==> src/design/mwt_pkg.sv <==
// constants for the motion-warning threshold and high-pass corner registers
package mwt_pkg;
  // register addresses
  localparam logic [7:0] ADDR_AXIS_BASE = 8'h32; // x high byte, then low, y high, ...
  localparam logic [7:0] ADDR_X_HIGH    = 8'h32;
  localparam logic [7:0] ADDR_X_LOW     = 8'h33;
  localparam logic [7:0] ADDR_Y_HIGH    = 8'h34;
  localparam logic [7:0] ADDR_Y_LOW     = 8'h35;
  localparam logic [7:0] ADDR_Z_HIGH    = 8'h36;
  localparam logic [7:0] ADDR_Z_LOW     = 8'h37;
  localparam logic [7:0] ADDR_HPF       = 8'h38;
  localparam logic [7:0] ADDR_STRIDE    = 8'h02;

  // reset values
  localparam logic [7:0] RESET_HIGH = 8'h00;
  localparam logic [7:0] RESET_LOW  = 8'h00;
  localparam logic [7:0] RESET_HPF  = 8'h00;
  localparam logic [7:0] READ_UNMAPPED = 8'h00;

  // writable bits; reserved bits read as zero
  localparam logic [7:0] WMASK_X_LOW  = 8'he3;
  localparam logic [7:0] WMASK_YZ_LOW = 8'he1;
  localparam logic [7:0] WMASK_HPF    = 8'h03;

  // field positions
  localparam int LOW_LEVEL_MSB = 7;
  localparam int LOW_LEVEL_LSB = 5;
  localparam int REF_SEL_BIT   = 1;
  localparam int ENABLE_BIT    = 0;
  localparam int CORNER_MSB    = 1;
  localparam int CORNER_LSB    = 0;

  // data widths
  localparam int NUM_AXES = 3;
  localparam int SAMPLE_W = 12;
  localparam int LEVEL_W  = 11;
  localparam int MAG_W    = 12;
  localparam int HP_W     = 13;
  localparam int FRAC_W   = 8;
  localparam int ACC_W    = SAMPLE_W + FRAC_W + 1;

  // scale of a threshold code and of a sample, milli-g per code
  localparam int MILLI_G_PER_CODE = 100;

  // corner figures in centi-hertz at 5120 Hz and 2560 Hz output rate
  localparam int CORNER0_CHZ_5120 = 3048;
  localparam int CORNER0_CHZ_2560 = 1524;
  localparam int CORNER1_CHZ_5120 = 1558;
  localparam int CORNER1_CHZ_2560 = 779;
  localparam int CORNER2_CHZ_5120 = 788;
  localparam int CORNER2_CHZ_2560 = 394;
  localparam int CORNER3_CHZ_5120 = 396;
  localparam int CORNER3_CHZ_2560 = 198;
  // one-pole leaky integrator: corner is about rate / (2 pi 2^shift), so the
  // corner tracks the sample rate and each code step halves it
  localparam int HPF_BASE_SHIFT = 5;

  // reference capture state
  typedef enum logic [1:0] {
    REF_WAIT = 2'b01,
    REF_HELD = 2'b10
  } mwt_ref_t;
endpackage

==> src/design/mwt_axis_cmp.sv <==
// per-axis magnitude comparator for the motion-warning detector
`timescale 1ns/1ns
`default_nettype none
module mwt_axis_cmp (
  input  wire logic signed [mwt_pkg::SAMPLE_W-1:0] sample,   // new signed sample
  input  wire logic signed [mwt_pkg::SAMPLE_W-1:0] refSample, // captured reference
  input  wire logic                                useRef,   // referenced processing
  input  wire logic        [mwt_pkg::LEVEL_W-1:0]  level,    // unsigned threshold
  input  wire logic                                enable,   // axis participates
  output logic                                     over      // enabled and above level
);
  logic signed [mwt_pkg::SAMPLE_W:0] diff;
  logic        [mwt_pkg::MAG_W-1:0]  mag;

  // 13-bit difference so a full-scale swing against the reference cannot wrap
  always_comb begin
    if (useRef) begin
      diff = 13'(sample) - 13'(refSample);
    end else begin
      diff = 13'(sample);
    end
    if (diff[mwt_pkg::SAMPLE_W]) begin
      mag = mwt_pkg::MAG_W'(-diff);
    end else begin
      mag = mwt_pkg::MAG_W'(diff);
    end
    over = enable && (mag > {1'b0, level});
  end
endmodule // mwt_axis_cmp
`default_nettype wire

==> src/design/mwt_regs.sv <==
// motion-warning threshold registers, detector and high-pass corner select
`timescale 1ns/1ns
`default_nettype none
module mwt_regs (
  input  wire logic                                clk,         // 125 MHz clock
  input  wire logic                                rst_n,       // sync reset, active low
  input  wire logic        [7:0]                   regAddr,     // register address
  input  wire logic        [7:0]                   regWrData,   // write data
  input  wire logic                                regWrEn,     // write strobe
  input  wire logic                                regRdEn,     // read strobe
  output logic             [7:0]                   regRdData,   // read data
  output logic                                     regRdValid,  // read data valid pulse
  input  wire logic                                sampleValid, // new sample pulse
  input  wire logic signed [mwt_pkg::SAMPLE_W-1:0] sampleX,     // x sample
  input  wire logic signed [mwt_pkg::SAMPLE_W-1:0] sampleY,     // y sample
  input  wire logic signed [mwt_pkg::SAMPLE_W-1:0] sampleZ,     // z sample
  output logic                                     motionWarn,  // over threshold pulse
  output logic             [2:0]                   overAxes,    // axes over at last event
  output logic signed [mwt_pkg::HP_W-1:0]          hpOutX,      // high-passed x
  output logic signed [mwt_pkg::HP_W-1:0]          hpOutY,      // high-passed y
  output logic signed [mwt_pkg::HP_W-1:0]          hpOutZ,      // high-passed z
  output logic                                     hpValid      // high-passed data pulse
);
  localparam int NA = mwt_pkg::NUM_AXES;

  logic        [7:0]                   highR [NA];
  logic        [7:0]                   lowR  [NA];
  logic        [1:0]                   cornerR;
  logic signed [mwt_pkg::SAMPLE_W-1:0] sampleIn [NA];
  logic signed [mwt_pkg::SAMPLE_W-1:0] refR [NA];
  logic signed [mwt_pkg::HP_W-1:0]     hpR  [NA];
  logic        [NA-1:0]                overNow;
  logic        [NA-1:0]                lowWrite;
  logic        [mwt_pkg::LEVEL_W-1:0]  level [NA];
  logic        [NA-1:0]                axisEn;
  logic                                refSel;
  logic        [3:0]                   hpShift;
  mwt_pkg::mwt_ref_t                   refState_r;
  mwt_pkg::mwt_ref_t                   refState_nxt;

  assign sampleIn[0] = sampleX;
  assign sampleIn[1] = sampleY;
  assign sampleIn[2] = sampleZ;
  assign refSel  = lowR[0][mwt_pkg::REF_SEL_BIT];
  // wider corner code means a longer integrator and a lower corner
  assign hpShift = 4'(mwt_pkg::HPF_BASE_SHIFT) + {2'b00, cornerR};

  // per-axis registers, filter and comparator
  for (genvar a = 0; a < NA; a++) begin : g_axis
    localparam logic [7:0] HIGH_ADDR = mwt_pkg::ADDR_AXIS_BASE + 8'(a) * mwt_pkg::ADDR_STRIDE;
    localparam logic [7:0] LOW_ADDR  = HIGH_ADDR + 8'h01;
    localparam logic [7:0] LOW_MASK  = (a == 0) ? mwt_pkg::WMASK_X_LOW : mwt_pkg::WMASK_YZ_LOW;

    logic signed [mwt_pkg::ACC_W-1:0] accR;
    logic signed [mwt_pkg::ACC_W-1:0] accErr;
    logic signed [mwt_pkg::HP_W-1:0]  hpNxt;

    assign lowWrite[a] = regWrEn && (regAddr == LOW_ADDR);
    // high byte holds level bits 10:3, low byte bits 7:5 hold 2:0
    assign level[a]  = {highR[a], lowR[a][mwt_pkg::LOW_LEVEL_MSB:mwt_pkg::LOW_LEVEL_LSB]};
    assign axisEn[a] = lowR[a][mwt_pkg::ENABLE_BIT];

    // threshold byte writes; reserved low bits are never stored
    always_ff @(posedge clk) begin
      if (!rst_n) begin
        highR[a] <= mwt_pkg::RESET_HIGH;
        lowR[a]  <= mwt_pkg::RESET_LOW;
      end else if (regWrEn) begin
        if (regAddr == HIGH_ADDR) begin
          highR[a] <= regWrData;
        end else if (regAddr == LOW_ADDR) begin
          lowR[a] <= regWrData & LOW_MASK;
        end
      end
    end

    // leaky integrator tracks the slow part; output is sample minus it
    assign accErr = ($signed({sampleIn[a], {mwt_pkg::FRAC_W{1'b0}}}) - accR) >>> hpShift;
    assign hpNxt  = mwt_pkg::HP_W'(sampleIn[a]) -
                    mwt_pkg::HP_W'(accR >>> mwt_pkg::FRAC_W);

    always_ff @(posedge clk) begin
      if (!rst_n) begin
        accR   <= '0;
        hpR[a] <= '0;
      end else if (sampleValid) begin
        accR   <= accR + accErr;
        hpR[a] <= hpNxt;
      end
    end

    // reference follows the first sample after re-arming
    always_ff @(posedge clk) begin
      if (!rst_n) begin
        refR[a] <= '0;
      end else if (sampleValid && refState_r == mwt_pkg::REF_WAIT) begin
        refR[a] <= sampleIn[a];
      end
    end

    // threshold and samples share the 100 mg code, so no rescaling here
    mwt_axis_cmp u_cmp (
      .sample    (sampleIn[a]),
      .refSample (refR[a]),
      .useRef    (refSel),
      .level     (level[a]),
      .enable    (axisEn[a]),
      .over      (overNow[a])
    );
  end

  // corner select write; upper bits reserved
  always_ff @(posedge clk) begin
    if (!rst_n) begin
      cornerR <= mwt_pkg::RESET_HPF[mwt_pkg::CORNER_MSB:mwt_pkg::CORNER_LSB];
    end else if (regWrEn && regAddr == mwt_pkg::ADDR_HPF) begin
      cornerR <= regWrData[mwt_pkg::CORNER_MSB:mwt_pkg::CORNER_LSB];
    end
  end

  // any low-register write may change enables or mode, so re-take reference
  always_comb begin
    refState_nxt = refState_r;
    case (refState_r)
      mwt_pkg::REF_WAIT: begin
        if (sampleValid) begin
          refState_nxt = mwt_pkg::REF_HELD;
        end
      end
      mwt_pkg::REF_HELD: begin
        refState_nxt = mwt_pkg::REF_HELD;
      end
      default: begin
        refState_nxt = mwt_pkg::REF_WAIT;
      end
    endcase
    if (|lowWrite) begin
      refState_nxt = mwt_pkg::REF_WAIT;
    end
  end

  always_ff @(posedge clk) begin
    if (!rst_n) begin
      refState_r <= mwt_pkg::REF_WAIT;
    end else begin
      refState_r <= refState_nxt;
    end
  end

  // event pulse; in referenced mode the capturing sample itself cannot fire
  always_ff @(posedge clk) begin
    if (!rst_n) begin
      motionWarn <= 1'b0;
      overAxes   <= 3'h0;
    end else if (sampleValid && (!refSel || refState_r == mwt_pkg::REF_HELD)) begin
      motionWarn <= |overNow;
      if (|overNow) begin
        overAxes <= overNow;
      end
    end else begin
      motionWarn <= 1'b0;
    end
  end

  // filtered data valid one cycle after the sample
  always_ff @(posedge clk) begin
    if (!rst_n) begin
      hpValid <= 1'b0;
    end else begin
      hpValid <= sampleValid;
    end
  end

  assign hpOutX = hpR[0];
  assign hpOutY = hpR[1];
  assign hpOutZ = hpR[2];

  // read port: registered data one cycle after the strobe, unmapped reads zero
  always_ff @(posedge clk) begin
    if (!rst_n) begin
      regRdData  <= mwt_pkg::READ_UNMAPPED;
      regRdValid <= 1'b0;
    end else begin
      regRdValid <= regRdEn;
      if (regRdEn) begin
        if (regAddr == mwt_pkg::ADDR_X_HIGH) begin
          regRdData <= highR[0];
        end else if (regAddr == mwt_pkg::ADDR_X_LOW) begin
          regRdData <= lowR[0];
        end else if (regAddr == mwt_pkg::ADDR_Y_HIGH) begin
          regRdData <= highR[1];
        end else if (regAddr == mwt_pkg::ADDR_Y_LOW) begin
          regRdData <= lowR[1];
        end else if (regAddr == mwt_pkg::ADDR_Z_HIGH) begin
          regRdData <= highR[2];
        end else if (regAddr == mwt_pkg::ADDR_Z_LOW) begin
          regRdData <= lowR[2];
        end else if (regAddr == mwt_pkg::ADDR_HPF) begin
          regRdData <= {6'h00, cornerR};
        end else begin
          regRdData <= mwt_pkg::READ_UNMAPPED;
        end
      end
    end
  end
endmodule // mwt_regs
`default_nettype wire

==> config.mk <==
export PLATFORM = sky130hd
export DESIGN_NAME = mwt_regs
export DESIGN_NICKNAME = d
export VERILOG_FILES = /design/src/design/mwt_pkg.sv /design/src/design/mwt_axis_cmp.sv /design/src/design/mwt_regs.sv
export SDC_FILE = /design/constraint.sdc
export NUM_CORES = 1
export LEC_CHECK = 0
export ABC_AREA = 1
export BUFFER_PORTS_ARGS = -buffer_cell sky130_fd_sc_hd__buf_4
export CAP_MARGIN = 10
export CELL_PAD_IN_SITES_DETAIL_PLACEMENT = 1
export CELL_PAD_IN_SITES_GLOBAL_PLACEMENT = 2
export CORE_ASPECT_RATIO = 0.9
export CORE_MARGIN = 2
export CORE_UTILIZATION = 32
export DETAILED_ROUTE_END_ITERATION = 8
export PLACE_DENSITY = 0.79
export SYNTH_ARGS = -nofsm -noshare
export SYNTH_HDL_FRONTEND = slang
export SYNTH_SLANG_ARGS = --single-unit
==> constraint.sdc <==
create_clock -name clk -period 3.9 [get_ports clk]
set_input_delay 0.195 -clock clk [delete_from_list [all_inputs] [get_ports clk]]
set_output_delay 0.195 -clock clk [all_outputs]
set_load 0.01 [all_outputs]
# Word level (Yosys, flattened, before mapping)

Memories as Yosys holds them, arrays and structs flattened.
Index checks and enable logic that the tools add are counted.

Register bits after elaboration: 81
Bits in latches: 0
RAM bits: 114
Memory bits (read-only): 0
Bits of input ports: 57
Memories kept: 4

Add/subtract/negate cells: 16
$mul: 0
Divide/modulo/power cells: 0
Magnitude comparators: 3
Eq/ne operators: 10
Shift operators: 3
Multiplexer cells: 61
Bitwise gates (word level): 13
Reduce and logical (&&, ||, !) cells: 15

Memory list:

| memory | depth | bits a word | rd ports | clocked after memory_dff | write ports | line           | RTL |
|---|---|---|---|---|---|---|---|
| hpR    | 3     | 13          | 3        | 0                        | 3           | mwt_regs.sv:31 | `logic signed [mwt_pkg::HP_W-1:0] hpR [NA];` |
| refR   | 3     | 12          | 3        | 0                        | 3           | mwt_regs.sv:30 | `logic signed [mwt_pkg::SAMPLE_W-1:0] refR [NA];` |
| highR  | 3     | 8           | 3        | 0                        | 3           | mwt_regs.sv:26 | `logic [7:0] highR [NA];` |
| lowR   | 3     | 5           | 3        | 0                        | 3           | mwt_regs.sv:27 | `logic [7:0] lowR [NA];` |

Operator list:

| kind                | number |
|---|---|
| $mux 13             | 6 |
| $mux 12             | 6 |
| $mux 8              | 9 |
| $add 21x21->21      | 3 |
| $sshr 21x4->21      | 3 |
| $sub 20x21->21      | 3 |
| $eq 8x6->1 const B  | 7 |
| $sub 12x12->13      | 3 |
| $sub 12x13->13      | 3 |
| $gt 12x11->1        | 3 |
| $neg 12->12         | 3 |
| $mux 1              | 34 |
| $mux 5              | 3 |
| $or 1x1->1          | 12 |
| $logic_and 1x1->1   | 9 |
| $add 3x2->4 const A | 1 |
| $mux 2              | 2 |
| $pmux 2 s2          | 1 |
| $reduce_and 2->1    | 2 |
| $reduce_or 4->1     | 1 |
| $reduce_or 3->1     | 1 |
| $eq 2x1->1 const B  | 1 |
| $eq 2x2->1 const B  | 1 |
| $ne 2x2->1 const B  | 1 |
| other kinds (3)     | 3 |

# Depth between registers and ports, before layout

An unclocked memory read counts as a cell.

Depth in word-level cells: 9
Gate-level depth with buffers: 33

# Modules after synthesis

A second synthesis with hierarchy kept.

Cell total of the unflattened synthesis: 3219
Area total of the unflattened synthesis: 20096.8 um2

Modules (own cells, without submodules):

| module                              | times used | cells each | area each (um2) | sequential area each (um2) |
|---|---|---|---|---|
| mwt_regs                            | 1          | 2416       | 15765.1         | 4984.8 |
| mwt_axis_cmp at g_axis[1].u_cmp ... | 2          | 265        | 1435.1          | 0.0 |
| mwt_axis_cmp at g_axis[0].u_cmp     | 1          | 273        | 1461.4          | 0.0 |

# Worst setup path after synthesis

OpenSTA, ideal clock, no wires.

Path kind: reg-to-reg
From: register g_axis[1].accR[10] (netlist name)
To: register g_axis[1].accR[19] (netlist name)
Library setup time: 0.126 ns
Data arrival time: 3.739 ns
Required time: 3.774 ns
Setup slack: 0.036 ns
Cell stages (with the launch flop): 29
Period minus slack after synthesis: 3.864 ns
Cell sequence: dfxtp_1 -> inv_1 -> ha_1 -> a21oi_1 -> inv_1 -> a21oi_1 -> o21ai_0 -> a31oi_1 -> o21ai_0 -> xor2_1 -> mux2i_1 -> nand2_1 -> nand3_1 -> o21ai_0 -> ha_1 -> inv_1 -> nor3_1 -> nand2_1 -> nand2_1 -> a21boi_0 -> o21ai_1 -> a21oi_1 -> o21ai_1 -> nand2_1 -> nand2_1 -> a21oi_1 -> or2_0 -> nand3_1 -> o21ai_0

Longest elaborated chain between the ends: 3

Ends and longest elaborated chain:

| item                     | line           | RTL |
|---|---|---|
| start: declaration       | mwt_regs.sv:54 | `logic signed [mwt_pkg::ACC_W-1:0] accR;` |
| start signal: assignment | mwt_regs.sv:87 | `accR <= accR + accErr;` |
| $sub 20x21->21           | mwt_regs.sv:78 | `assign accErr = ($signed({sampleIn[a], {mwt_pkg::FRAC_W{1'b0}}}) - accR) >>> hpShift;` |
| $sshr 21x4->21           | mwt_regs.sv:78 |  |
| $add 21x21->21 (*)       | mwt_regs.sv:87 |  |

Mark *: on every way between the ends. The rest lies on a longest branch, timed or not.
A chain may end at the register's enable or synchronous reset.

# Worst setup path after layout

From: register g_axis[2].accR[3] (netlist name)
To: register g_axis[2].accR[17] (netlist name)

Longest elaborated chain between the ends: 3

Ends and longest elaborated chain:

| item                     | line |
|---|---|
| start: declaration       | mwt_regs.sv:54 |
| start signal: assignment | mwt_regs.sv:87 |
| $sub 20x21->21           | mwt_regs.sv:78 |
| $sshr 21x4->21           | mwt_regs.sv:78 |
| $add 21x21->21 (*)       | mwt_regs.sv:87 |

Marked as above.

==> flow_metrics.tcl <==
set metrics [dict create \
    drtIter0Drc 987 \
    antenna_found_initial 0 \
    power.ir.vdd_worst_mv 0.621 \
    setup_repair_after_global_routing_missed_its_margin "true" \
    detailed_place.area_sq_um 23100 \
    ctsRootBufferMaster "clkbuf_16" \
    cp_slowest_stage_delay_ns 0.38 \
    layout-drive-gt1-share_pct 37.0 \
    layout.filler_cells 6914 \
    clockBufferDepth 2 \
    startpoint_type "register" \
    place_hpwl_microns 57100 \
    switchingPower_mw 13.5 \
    grt_first_pass_wirelength_microns 116000 \
    top_level_ports 110 \
    synth.ff_latch_count 193 \
    cts_tree "yes" \
    area_growth_syn_to_layout_pct 50.4 \
    max_slew_margin_pct 28.3 \
    finalHoldViolations 0 \
    failed_checks "setup timing" \
    worst-endpoint-arrival_ns 4.76 \
    p_leak_nw 13.0 \
    synth.yosys.warnings 0 \
    overflow 0 \
    drt-wirelength-per-cell_microns 19.2 \
    drv.max_cap_violation_count 0 \
    cts-buffers-inserted 17 \
    clock_sinks 193 \
    synth_cell_types 63 \
    cells_after_synthesis 2632 \
    synth_top_area_share_pct 18.7 \
    power_switching_share_pct 48.5 \
    grt_max_degree 60 \
    ys.flop_type "edfxtp_1" \
    holdCritStartpoint "regWrData[2]" \
    timing.critical_path.fanout_max 3 \
    path_clk_slew_ns 0.08 \
    timing.critical_path.from "g_axis[2].accR[3]" \
    critical_path.most_common_cell "o21ai_2" \
    synthesis.area_sq_um 18000 \
    via_count_of_the_first_global_routing_pass 22000 \
    hp-class "input pin to register" \
    p_per_area_nw_per_um2 1020 \
    fp.dieW_microns 254 \
    groute.usage.overall_pct 25.4 \
    finalClockSkew_ns 0.0179 \
    cellInternalPower_mw 14.3 \
    tightest_pin_transition_ns 1.07 \
    final_nets 3531 \
    postSynthNetCount 2874 \
    run_status "complete, but fails checks" \
    r2r_depth 28 \
    drt_drc_violations_left 0 \
    viasPerCell 5.14 \
    via_count 20900 \
    postSynthAreaPerCell_sq_um 6.85 \
    initial_core_util_pct 32.4 \
    fp.dieArea_sq_um 58200 \
    final_core_util_pct 48.7 \
    std_cell_rows 82 \
    worstSetupPathType "register to register" \
    timing.critical_path.to_type "register" \
    async_reset_ff_share_pct 0 \
    layout_setup_ws_ns -0.470 \
    gp_congestion 0.939 \
    h_tree_lvl_count 4 \
    crit_required_ns 4.29 \
    synth-seq-area-share_pct 27.7 \
    timing.final.setup_violations 27 \
    finalCriticalPeriod_ns 4.37 \
    synth_edf_count 112 \
    critical_path.slowest_cell "ha_1" \
    reg2reg_slack_ns -0.47 \
    antenna_left 0 \
    clk-insertion-delay-late_ns 0.52 \
    post_synth_main_area_contributors "edfxtp_1, ha_1, nand2_1" \
    final_max_slew_viol_count 0 \
    worstReg2RegStart "g_axis[2].accR[3]" \
    min_delay_worst_endpoint "highR[1][2]" \
    share_clk_of_total_power_pct 6.9 \
    p_seq_share_pct 11.1 \
    floorplan.die.height_microns 229 \
    synth_top_area_cell "edfxtp_1" \
    clock.fmax_mhz 229 \
    timing.rr.end "g_axis[2].accR[17]" \
    core_region_area_sq_um 55700 \
    power.combinational.fraction_pct 82.0 \
    min_path_cells 3 \
    routed_wirelength_microns 77700 \
    portBuffers 109 \
    timing.final.crit_share_pct 112 \
    postLayoutCellArea_sq_um 27100 \
    drt_first_pass_iters 5 \
]
flip-flops by register name (all words and copies together), names as in the netlist, 2 cells and up:
signal       flops
lowR            13
hpR             39
cornerR          2
overAxes         3
g_axis.accR     63
highR           24
refState_r       2
refR            36
regRdData        8
cell usage in the layout (no fill, tap or decap), drive strengths merged, types with 4 or more instances in the layout:
cell type / count
edfxtp: 112
clkinv: 9
xor2: 80
ha: 176
o221ai: 5
or2: 7
nor3: 31
a21oi: 219
nand4: 21
o31ai: 6
a211oi: 7
o22ai: 37
o21bai: 5
nand2: 559
o21a: 5
fa: 9
clkbuf: 18
dfxtp: 81
and2: 6
nor4: 5
buf: 695
a21boi: 7
mux2i: 22
nand3: 130
nor2: 236
a21o: 5
a31oi: 11
a221oi: 4
o21ai: 290
inv: 455
xnor2: 8
o211ai: 18
logic make-up after synthesis:
| kind of cell | after synthesis | share of synthesized area (%) |
|---|---|---|
| buf+inv | 511 | 10.8 |
| compound gates | 632 | 19.5 |
| flops | 193 | 27.7 |
| mux | 22 | 1.22 |
| xor+xnor | 88 | 4.36 |
| fa+ha+maj | 185 | 13.2 |
| simple gates | 1001 | 23.3 |
metal layers:
| metal | vias up | GRT usage [%] | part of all wire [%] |
|---|---|---|---|
| met5 | - | 0 | 0 |
| met4 | 0 | 10.6 | 3.9 |
| met3 | 171 | 3.28 | 3.7 |
| met2 | 410 | 43.6 | 49 |
| met1 | 10200 | 31.8 | 43 |
| li1 | 10100 | - | - |
Yosys cell counts, types with 7 or more instances:
library cell  count
nor2_1          229
buf_1            15
edfxtp_1        112
o21ai_2           9
buf_2             7
xor2_1           78
a211oi_1          7
nand3_1         127
mux2i_1          22
o21ai_1          26
a21oi_1         217
o211ai_1         18
fa_1              9
inv_2            10
dfxtp_1          81
inv_1           440
nand2_1         545
clkbuf_1         35
nor3_1           29
ha_1            176
o21ai_0         254
o22ai_1          37
xnor2_1           8
nand2_2          12
nand4_1          20
a31oi_1          11
worst max-delay path by stage:
stage | slack, ns | endpoint
2_1_floorplan | 0.04 | g_axis[1].accR[19]
3_3_place_gp | -0.64 | g_axis[0].accR[19]
3_5_place_dp | -0.85 | g_axis[1].accR[19]
4_1_cts | -0.34 | g_axis[0].accR[19]
5_1_grt | -0.68 | g_axis[2].accR[17]
6_report | -0.47 | g_axis[2].accR[17]
through the flow:
stage / hold slack, ns / TNS, ns / setup WS, ns / cells / power (mW)
after floorplan: 0.375 / 0 / 0.0358 / 2632 / 11.8
after global placement: 0.458 / -11.55 / -0.637 / 3897 / 18.6
after detailed placement: 0.478 / -16.58 / -0.851 / 3897 / 19.3
after CTS: 0.00472 / -2.02 / -0.344 / 4009 / 23.9
after global routing: 0.0303 / -11.09 / -0.682 / 4058 / 29.7
final: 0.0343 / -4.52 / -0.470 / 4059 / 27.8
critical path: cells and delay by family, from the launching register on:
family	cells	cell delay [ns]
compound gates	12	1.57
fa+ha+maj	1	0.38
simple gates	9	1.17
buf+inv	4	0.36
flops	1	0.34
xor+xnor	1	0.19
mux	1	0.22
area by class of cell:
type	instances	area (sq um)	share of cell area, %
multi-input cells	1928	13400	49.5
well taps	756	946	3.49
inverters	452	1720	6.33
repair buffers	697	5430	20.0
diodes	1	2.50	0.00923
flip-flops and latches	193	5010	18.5
clock inverters	14	149	0.549
clock buffers	18	429	1.58
power groups by stage:
stage	registers, mW	clock network (mW)	logic (mW)
5_1_grt	3.14	2.01	24.6
2_1_floorplan	3.06	0	8.71
3_5_place_dp	3.05	0	16.2
3_3_place_gp	3.02	0	15.6
4_1_cts	3.06	1.95	18.9
6_report	3.09	1.90	22.8
repair_timing:
item	in CTS	in global routing
endpoints found under the hold margin	7	0
hold buffers	2	0
setup endpoints to repair	42	46
setup buffers	80	56
gates resized for setup	342	346
pin swaps	116	211
Note: power is estimated with default switching activity, not from simulation.
